===== src/sbl_consts.svh =====
// sbl_consts.svh: numeric constants of the serial binary load/unload block
// assumes: included by the design, checker and test files by bare name
`ifndef SBL_CONSTS_SVH
`define SBL_CONSTS_SVH

`define SBL_CLK_HZ 10000000
`define SBL_TIMEOUT_S 60
`define SBL_TIMEOUT_CYC (`SBL_CLK_HZ * `SBL_TIMEOUT_S)
`define SBL_DIR_BIT 31
`define SBL_MIN_BYTES 4096
`define SBL_CHR_CR 8'h0D
`define SBL_CHR_SP 8'h20
`define SBL_CHR_RUBOUT 8'h7F
`define SBL_CHR_ABORT 8'h03
`define SBL_CHR_PAUSE 8'h13
`define SBL_CHR_RESUME 8'h11
`define SBL_CHR_SUPPRESS 8'h0F
`define SBL_CMD_LETTER 8'h58
`define SBL_TX_PROMPT 2'h0
`define SBL_TX_ERROR 2'h1
`define SBL_TX_DATA 2'h2

`endif


===== src/sbl_pkg.sv =====
// sbl_pkg.sv: types shared by the serial binary load/unload block
// assumes: constants come from sbl_consts.svh
package sbl_pkg;
	typedef enum logic [3:0] {
		SBL_IDLE, SBL_ADDR, SBL_CNT, SBL_CKS, SBL_PROMPT, SBL_LOAD,
		SBL_LCKS, SBL_UNRD, SBL_UNWAIT, SBL_UNTX, SBL_UNCKS, SBL_ERR,
		SBL_DONE
	} sbl_state_t;

	// one memory request toward the host memory
	typedef struct packed {
		logic req;
		logic wr;
		logic [31:0] addr;
		logic [7:0] wdata;
	} sbl_mem_req_t;

	// one character or message request toward the serial transmitter
	typedef struct packed {
		logic req;
		logic [1:0] kind;
		logic [7:0] data;
	} sbl_tx_req_t;
endpackage


===== src/sbl_timer.sv =====
// sbl_timer.sv: idle timeout counter for the transfer
// assumes: clk, restart and run synchronous to one clock
`timescale 1ns/1ns
`include "sbl_consts.svh"
module sbl_timer #(
	parameter int unsigned LIMIT = `SBL_TIMEOUT_CYC
) (
	input wire logic clk,
	input wire logic resetn,
	input wire logic run,
	input wire logic restart,
	output logic expired
);
	logic [29:0] count;
	logic [29:0] next_count;
	logic next_expired;

	// counts system clocks, so the limit does not depend on baud rate
	always_comb begin
		next_count = count;
		next_expired = 1'b0;
		if (!run || restart) begin // see (RULE16)
			next_count = '0;
		end else if (count >= 30'(LIMIT - 1)) begin
			next_expired = 1'b1;
			next_count = '0;
		end else begin
			next_count = count + 30'h1;
		end
	end

	always_ff @(posedge clk or negedge resetn) begin
		if (!resetn) begin
			count <= '0;
			expired <= 1'b0;
		end else begin
			count <= next_count;
			expired <= next_expired;
		end
	end
endmodule


===== src/sbl_ctrl.sv =====
// sbl_ctrl.sv: interpreter for the binary load/unload console command
// assumes: a receiver hands over one byte per rx_valid pulse; a transmitter
// accepts tx requests and answers tx_done; memory answers mem_ack.
//
// Functional notes
// (RULE1) count top bit picks load or unload
// (RULE2) lower count bits give byte total
// (RULE3) one unechoed checksum byte after CR
// (RULE4) command bytes sum modulo 256 to zero
// (RULE5) good checksum prompts; bad one reports error
// (RULE6) load data plus checksum must sum zero
// (RULE7) unload sends bytes then negated sum
// (RULE8) errors reported only after full count
// (RULE9) no echo during data and checksums
// (RULE10) flow control stops at command CR
// (RULE11) controls honoured in unload, not load
// (RULE12) requester gaps between load bytes bounded
// (RULE13) requester checksums within the time limit
// (RULE14) timeout abandons transfer with error
// (RULE15) keeps up with back-to-back bytes, 4 KB
// (RULE16) timeout from system clock, restarted per byte
`timescale 1ns/1ns
`include "sbl_consts.svh"
module sbl_ctrl
	import sbl_pkg::*;
#(
	parameter int unsigned TIMEOUT_CYC = `SBL_TIMEOUT_CYC,
	parameter int unsigned CNT_W = 31
) (
	input wire logic clk,
	input wire logic resetn,
	input wire logic rx_valid,
	input wire logic [7:0] rx_data,
	input wire logic rx_error,
	input wire logic tx_done,
	input wire logic mem_ack,
	input wire logic mem_error,
	input wire logic [7:0] mem_rdata,
	output sbl_tx_req_t tx,
	output logic echo_en,
	output logic flow_en,
	output sbl_mem_req_t mem,
	output logic busy
);
	sbl_state_t state, next_state;
	logic [31:0] addr, next_addr;
	logic [31:0] cnt, next_cnt;
	logic [7:0] sum, next_sum;
	logic [7:0] ch, next_ch;
	logic dir_unload, next_dir_unload;
	logic fail, next_fail;
	logic paused, next_paused;
	logic quiet, next_quiet;
	logic next_echo, next_flow;
	sbl_tx_req_t next_tx;
	sbl_mem_req_t next_mem;
	logic timer_run, timed_out;

	// --------------------------------------------------------------
	// helpers
	// --------------------------------------------------------------
	function automatic logic is_hex(input logic [7:0] c);
		return (c >= 8'h30 && c <= 8'h39) || (c >= 8'h41 && c <= 8'h46) ||
			(c >= 8'h61 && c <= 8'h66);
	endfunction

	function automatic logic [31:0] hex_shift(input logic [31:0] v,
		input logic [7:0] c);
		logic [3:0] d;
		d = (c <= 8'h39) ? c[3:0] : 4'(c[3:0] + 4'h9);
		return {v[27:0], d};
	endfunction

	// timer only runs where the requester is bound by a time limit
	assign timer_run = (state == SBL_CKS) || (state == SBL_LOAD) ||
		(state == SBL_LCKS);

	sbl_timer #(.LIMIT(TIMEOUT_CYC)) u_timer (
		.clk(clk),
		.resetn(resetn),
		.run(timer_run),
		.restart(rx_valid), // see (RULE16)
		.expired(timed_out)
	);

	// --------------------------------------------------------------
	// command state machine
	// --------------------------------------------------------------
	always_comb begin
		next_state = state;
		next_addr = addr;
		next_cnt = cnt;
		next_sum = sum;
		next_ch = ch;
		next_dir_unload = dir_unload;
		next_fail = fail;
		next_paused = paused;
		next_quiet = quiet;
		next_echo = echo_en;
		next_flow = flow_en;
		next_tx = '0;
		next_mem = mem;
		next_mem.req = 1'b0;
		case (state)
		SBL_IDLE: begin
			next_echo = 1'b1;
			next_flow = 1'b1;
			// command letter counts toward the line sum
			if (rx_valid && (rx_data == `SBL_CMD_LETTER ||
				rx_data == 8'h78)) begin
				next_sum = rx_data;
				next_addr = '0;
				next_cnt = '0;
				next_fail = 1'b0;
				next_ch = 8'h00;
				next_state = SBL_ADDR;
			end
		end
		SBL_ADDR, SBL_CNT: begin
			if (rx_valid) begin
				if (rx_data == `SBL_CHR_CR) begin
					next_echo = 1'b0; // see (RULE3) (RULE9)
					next_flow = 1'b0; // see (RULE10)
					next_state = SBL_CKS;
				end else if (rx_data == `SBL_CHR_RUBOUT) begin
					// rubout drops the command; echoed line restarts
					next_state = SBL_IDLE;
				end else begin
					next_sum = 8'(sum + rx_data); // see (RULE4)
					if (rx_data == `SBL_CHR_SP) begin
						if (state == SBL_ADDR && addr != '0 ||
							state == SBL_ADDR && ch != 8'h00)
							next_state = SBL_CNT;
					end else if (is_hex(rx_data)) begin
						if (state == SBL_ADDR)
							next_addr = hex_shift(addr, rx_data);
						else
							next_cnt = hex_shift(cnt, rx_data);
					end
					next_ch = rx_data;
				end
			end
		end
		SBL_CKS: begin
			if (timed_out) begin
				next_state = SBL_ERR; // see (RULE14)
			end else if (rx_valid) begin
				next_dir_unload = cnt[`SBL_DIR_BIT]; // see (RULE1)
				next_cnt = {1'b0, cnt[CNT_W-1:0]}; // see (RULE2)
				next_sum = '0;
				next_paused = 1'b0;
				next_quiet = 1'b0;
				if (8'(sum + rx_data) == 8'h00) // see (RULE4) (RULE5)
					next_state = SBL_PROMPT;
				else
					next_state = SBL_ERR;
			end
		end
		SBL_PROMPT: begin
			next_tx.req = !tx_done;
			next_tx.kind = `SBL_TX_PROMPT; // see (RULE5)
			if (tx_done) begin
				next_flow = dir_unload; // see (RULE11)
				if (dir_unload)
					next_state = SBL_UNRD;
				else if (cnt == '0)
					next_state = SBL_LCKS;
				else
					next_state = SBL_LOAD;
			end
		end
		SBL_LOAD: begin
			// all bytes are data here; no control decoding
			if (mem_error || rx_error)
				next_fail = 1'b1; // see (RULE8)
			if (timed_out) begin
				next_state = SBL_ERR; // see (RULE14)
			end else if (rx_valid) begin // see (RULE15) (RULE11)
				next_mem.req = 1'b1;
				next_mem.wr = 1'b1;
				next_mem.addr = addr;
				next_mem.wdata = rx_data;
				next_addr = addr + 32'h1; // see (RULE2)
				next_sum = 8'(sum + rx_data); // see (RULE6)
				next_cnt = cnt - 32'h1;
				if (cnt == 32'h1)
					next_state = SBL_LCKS;
			end
		end
		SBL_LCKS: begin
			if (mem_error || rx_error)
				next_fail = 1'b1;
			if (timed_out) begin
				next_state = SBL_ERR; // see (RULE14)
			end else if (rx_valid) begin
				if (8'(sum + rx_data) != 8'h00 || fail) // see (RULE6) (RULE8)
					next_state = SBL_ERR;
				else
					next_state = SBL_DONE;
			end
		end
		SBL_UNRD: begin
			if (cnt == '0 || !dir_unload) begin
				next_state = dir_unload ? SBL_UNCKS : SBL_DONE;
			end else if (!paused) begin
				next_mem.req = 1'b1;
				next_mem.wr = 1'b0;
				next_mem.addr = addr;
				next_state = SBL_UNWAIT;
			end
		end
		SBL_UNWAIT: begin
			if (mem_error)
				next_fail = 1'b1; // see (RULE8)
			if (mem_ack) begin
				next_ch = mem_rdata;
				next_sum = 8'(sum + mem_rdata); // see (RULE7)
				next_state = SBL_UNTX;
			end
		end
		SBL_UNTX: begin
			// suppressed output still walks memory and the sum
			next_tx.req = (tx.req || !quiet) && !tx_done;
			next_tx.kind = `SBL_TX_DATA;
			next_tx.data = ch;
			if (tx_done || (quiet && !tx.req)) begin
				next_addr = addr + 32'h1;
				next_cnt = cnt - 32'h1;
				next_state = SBL_UNRD;
			end
		end
		SBL_UNCKS: begin
			next_tx.req = !tx_done;
			next_tx.kind = `SBL_TX_DATA;
			next_tx.data = 8'(8'h00 - sum); // see (RULE7)
			if (tx_done)
				next_state = fail ? SBL_ERR : SBL_DONE; // see (RULE8)
		end
		SBL_ERR: begin
			next_tx.req = !tx_done;
			next_tx.kind = `SBL_TX_ERROR; // see (RULE5) (RULE14)
			if (tx_done)
				next_state = SBL_DONE;
		end
		SBL_DONE: begin
			next_echo = 1'b1;
			next_flow = 1'b1;
			next_state = SBL_IDLE;
		end
		default: begin
			next_state = SBL_IDLE;
		end
		endcase
		// unload honours abort, pause and suppress from the line
		if (dir_unload && rx_valid && (state == SBL_UNRD ||
			state == SBL_UNWAIT || state == SBL_UNTX)) begin // see (RULE11)
			if (rx_data == `SBL_CHR_ABORT && state == SBL_UNTX)
				next_dir_unload = 1'b0; // byte on the wire ends first
			else if (rx_data == `SBL_CHR_ABORT)
				next_state = SBL_DONE;
			else if (rx_data == `SBL_CHR_PAUSE)
				next_paused = 1'b1;
			else if (rx_data == `SBL_CHR_RESUME)
				next_paused = 1'b0;
			else if (rx_data == `SBL_CHR_SUPPRESS)
				next_quiet = !quiet;
		end
	end

	always_ff @(posedge clk or negedge resetn) begin
		if (!resetn) begin
			state <= SBL_IDLE;
			addr <= '0;
			cnt <= '0;
			sum <= '0;
			ch <= '0;
			dir_unload <= 1'b0;
			fail <= 1'b0;
			paused <= 1'b0;
			quiet <= 1'b0;
			echo_en <= 1'b1;
			flow_en <= 1'b1;
			tx <= '0;
			mem <= '0;
			busy <= 1'b0;
		end else begin
			state <= next_state;
			addr <= next_addr;
			cnt <= next_cnt;
			sum <= next_sum;
			ch <= next_ch;
			dir_unload <= next_dir_unload;
			fail <= next_fail;
			paused <= next_paused;
			quiet <= next_quiet;
			echo_en <= next_echo;
			flow_en <= next_flow;
			tx <= next_tx;
			mem <= next_mem;
			busy <= (next_state != SBL_IDLE);
		end
	end
endmodule


===== config.mk =====
export PLATFORM = sky130hd
export DESIGN_NAME = sbl_ctrl
export DESIGN_NICKNAME = d
export VERILOG_FILES = /design/src/sbl_pkg.sv /design/src/sbl_timer.sv /design/src/sbl_ctrl.sv
export VERILOG_INCLUDE_DIRS = /design/src
export SDC_FILE = /design/constraint.sdc
export NUM_CORES = 1
export LEC_CHECK = 0
export ABC_CLOCK_PERIOD_IN_PS = 3700
export BUFFER_PORTS_ARGS = -buffer_cell sky130_fd_sc_hd__buf_4
export CORE_ASPECT_RATIO = 1.5
export CORE_UTILIZATION = 30
export CTS_CLUSTER_DIAMETER = 100
export CTS_CLUSTER_SIZE = 12
export DETAILED_ROUTE_END_ITERATION = 8
export GPL_ROUTABILITY_DRIVEN = 0
export GPL_TIMING_DRIVEN = 0
export PLACE_DENSITY = 0.56
export SLEW_MARGIN = 20
export SYNTH_ARGS = -nofsm -noshare
export SYNTH_HDL_FRONTEND = slang
export SYNTH_HIERARCHICAL = 1
export SYNTH_SLANG_ARGS = --single-unit

===== constraint.sdc =====
create_clock -name clk -period 3.7 [get_ports clk]
set_input_delay 0.185 -clock clk [delete_from_list [all_inputs] [get_ports clk]]
set_output_delay 0.185 -clock clk [all_outputs]
set_load 0.05 [all_outputs]

==> metrics.txt <==
# H-tree levels=4; latest clock arrival within the worst-skew pair=0.46 ns; cells along the critical path=ha_1 > fa_1 > a211oi_1 > nor4b_1 > a311oi_1 > o2111ai_1 > o311a_1 > nor4_2 > o211ai_1; largest buffer count on any clock path=2; Area growth, synth to finish=16.7%; Initial DRC Count=776; number of antenna diodes=0; Primary FF master, synth=dfrtp_1; WP data required=4.02 ns; length of routed met3 wiring=1980 um; Top-Level Pins=79; uppermost routed layer=met4; sequential area share after synthesis=0.409; cell count after synthesis=1187; worst setup timing slack at the placement stage=0.314 ns; syn avg cell area=9.02 um^2; Synth Net Count=1236; fin nets=1336; Startpoint Class=flop; commonest non-fill, non-tap cell in the layout=dfrtp_1; transition time of the tightest slew-check pin=1.20 ns; Pre-Repair DR Iteration Count=5; type of the setup path with the least slack=reg -> reg; GRT Resource Usage Total=0.196; reported max-cap violation count=0; accumulated negative setup slack=0 ns; average wire per cell in the routed design=19.5 um; Final Total Pwr=4.57 mW; vias in the first global route=9799; fmax=297 MHz; result of the run=finished clean; fraction of final layout cells sized beyond drive strength 1=0.149; number of vias after detailed routing=9974; top fanout value on the critical path=6; number of nets still failing antenna checks after routing=0; async set-or-reset flop fraction in the synthesized netlist=1.00; post-DP HPWL=25300 um; Core Footprint=0.0351 mm^2; TritonCTS clock tree=built; Max IR drop VDD=0.000293 V; worst path arrival time=3.68 ns; Overflow after GRT=0; buffer type at the clock tree root=clkbuf_16; Leakage Power=5.29 nW; #FFs+latches synth=175; wire length on met1=13700 um; number of hold-repair buffers added at the cts stage=2; number of endpoints failing setup at the final stage=0; full die area=0.0365 mm^2; number of input and output port buffers inserted=78; clock buffers created by TritonCTS=17; Hold Crit Class=in -> reg; least setup slack across all paths after layout=0.335 ns; Site Rows=84; clock tree skew after final layout=0.0106 ns; unrepaired setup endpoints after global routing=false; number of remaining DRC errors=0; Die Width=156 um; number of max-slew violations in the final report=0; top library cells by usage in the layout, fill and taps aside=dfrtp_1 (173), nor2_1 (111), buf_4 (79); part of the cycle the worst path needs=0.909; overall routed net length=34600 um; die span in y=233 um; buffers inserted by post-CTS timing repair=0; global-route wire length before repair=54800 um; count of unique library cells instantiated by Yosys=90; clock net sink count=175; final standard cell utilization of the core=0.356; remaining max-slew budget at the tightest pin=0.201; clock period minus final worst setup slack=3.37 ns; Netlist Area Pre-Place=0.0107 mm^2; initial cell density of the core=0.305; critical path's slowest cell=dfrtp_1; CP endpoint kind=flop; initial antenna violation count=0; via density per instance=5.63; delay of the slowest cell on the worst path=0.45 ns; number of flops mapped to enable cells by yosys=0; Warnings, synthesis=6; largest net degree at the start of global routing=92; routed length on met2=17500 um; final hold violation count=0; post-CTS clock slew at the launch and capture registers of the worst setup and hold paths=0.07 ns; power density relative to cell area=365 mW/mm^2; Resize count post-CTS=0
## routing by layer
metal  global-route usage  up-vias
li1                     -     4619
met1                0.228     4889
met2                0.339      386
met3               0.0391       80
met4               0.0999        0
met5                    0        -
## flip-flops by register name, indices dropped and copies added (netlist names)
name	count
fail	1
busy	1
sum	8
quiet	1
echo_en	1
cnt	32
u_timer/expired	1
tx	11
ch	8
flow_en	1
u_timer/count	30
mem	42
state	4
paused	1
dir_unload	1
addr	32
## cells in the mapped netlist (all sizes together) (5+ instances only)
| cell type | count | share of area |
|---|---|---|
| nand3 | 35 | 0.016 |
| a21o | 5 | 0.0042 |
| mux2i | 5 | 0.0047 |
| xnor2 | 22 | 0.018 |
| nand4 | 22 | 0.016 |
| a211o | 5 | 0.0049 |
| nand3b | 5 | 0.0035 |
| a31oi | 19 | 0.011 |
| buf | 42 | 0.023 |
| nand2b | 12 | 0.0070 |
| or2 | 8 | 0.0047 |
| or4 | 5 | 0.0035 |
| nor2 | 111 | 0.039 |
| o22ai | 5 | 0.0029 |
| and3 | 20 | 0.012 |
| ha | 24 | 0.028 |
| nor4 | 24 | 0.018 |
| clkbuf | 36 | 0.013 |
| a32oi | 19 | 0.016 |
| inv | 39 | 0.014 |
| o21bai | 5 | 0.0035 |
| mux2 | 40 | 0.042 |
| o21ai | 142 | 0.067 |
| nor2b | 10 | 0.0058 |
| a22oi | 35 | 0.025 |
| and2 | 5 | 0.0029 |
| and4 | 7 | 0.0057 |
| o211ai | 7 | 0.0049 |
| nand2 | 72 | 0.025 |
| o2bb2ai | 13 | 0.011 |
| a21oi | 67 | 0.032 |
| nor3 | 38 | 0.018 |
| a211oi | 7 | 0.0058 |
| dfrtp | 173 | 0.40 |
| or3 | 9 | 0.0053 |
| a32o | 5 | 0.0047 |
| a22o | 5 | 0.0041 |
| xor2 | 23 | 0.019 |
## critical path, delay by kind of cell, from the launching register on
family | cells | cell delay [ns]
AOI/OAI and AO/OA | 5 | 1.69
DFF | 1 | 0.45
adders and majority gates | 2 | 0.68
and+or+nand+nor | 2 | 0.40
## kinds of logic (layout without fill, tap and decap cells)
| kind of cell | Yosys count | in the layout | share of synthesized area |
|---|---|---|---|
| AO/OA/AOI/OAI | 377 | 377 | 0.229 |
| XOR/XNOR | 45 | 45 | 0.0368 |
| adder cells (fa/ha/maj) | 27 | 27 | 0.0327 |
| buffers and inverters | 118 | 231 | 0.0496 |
| flip-flops | 175 | 175 | 0.409 |
| multiplexers | 45 | 45 | 0.0467 |
| AND/OR/NAND/NOR | 400 | 400 | 0.196 |
## stage by stage
step | hold slack, ns | instance area [um^2] | instances
after floorplan | -0.111 | 10700 | 1187
after global placement | 0.435 | 11900 | 1738
after detailed placement | 0.236 | 11900 | 1739
after CTS | 0.0285 | 12500 | 1773
after global routing | 0.0535 | 12500 | 1773
final | 0.0478 | 12500 | 1773
## worst paths after layout
path / startpoint / slack [ns] / cells past startpoint / to
max reg2reg: sum[0] / 0.33 / 9 / busy
min reg2reg: mem[13] / 0.49 / 1 / mem[13]
min in group asynchronous: resetn / 0.29 / 2 / u_timer/count[0]
max: sum[0] / 0.33 / 9 / busy
min: mem_rdata[0] / 0.05 / 3 / ch[0]
max in group asynchronous: resetn / 2.51 / 3 / mem[30]
## final cells by class
class                           instances  area (um^2)
Buffer                                 78          382
Clock buffer                           21          460
Clock inverter                         11         92.6
Fill cell                            3678        22600
Inverter                               40          150
Multi-Input combinational cell        894         5800
Sequential cell                       175         4380
Tap cell                              473          592
Timing Repair Buffer                   81          641
## report_power, final
part | switching (mW) | internal, mW
clock | 0.845 | 0.913
combinational | 0.445 | 0.295
sequential | 0.0999 | 1.97
total | 1.39 | 3.18
Note: power is estimated with default switching activity, not from simulation.
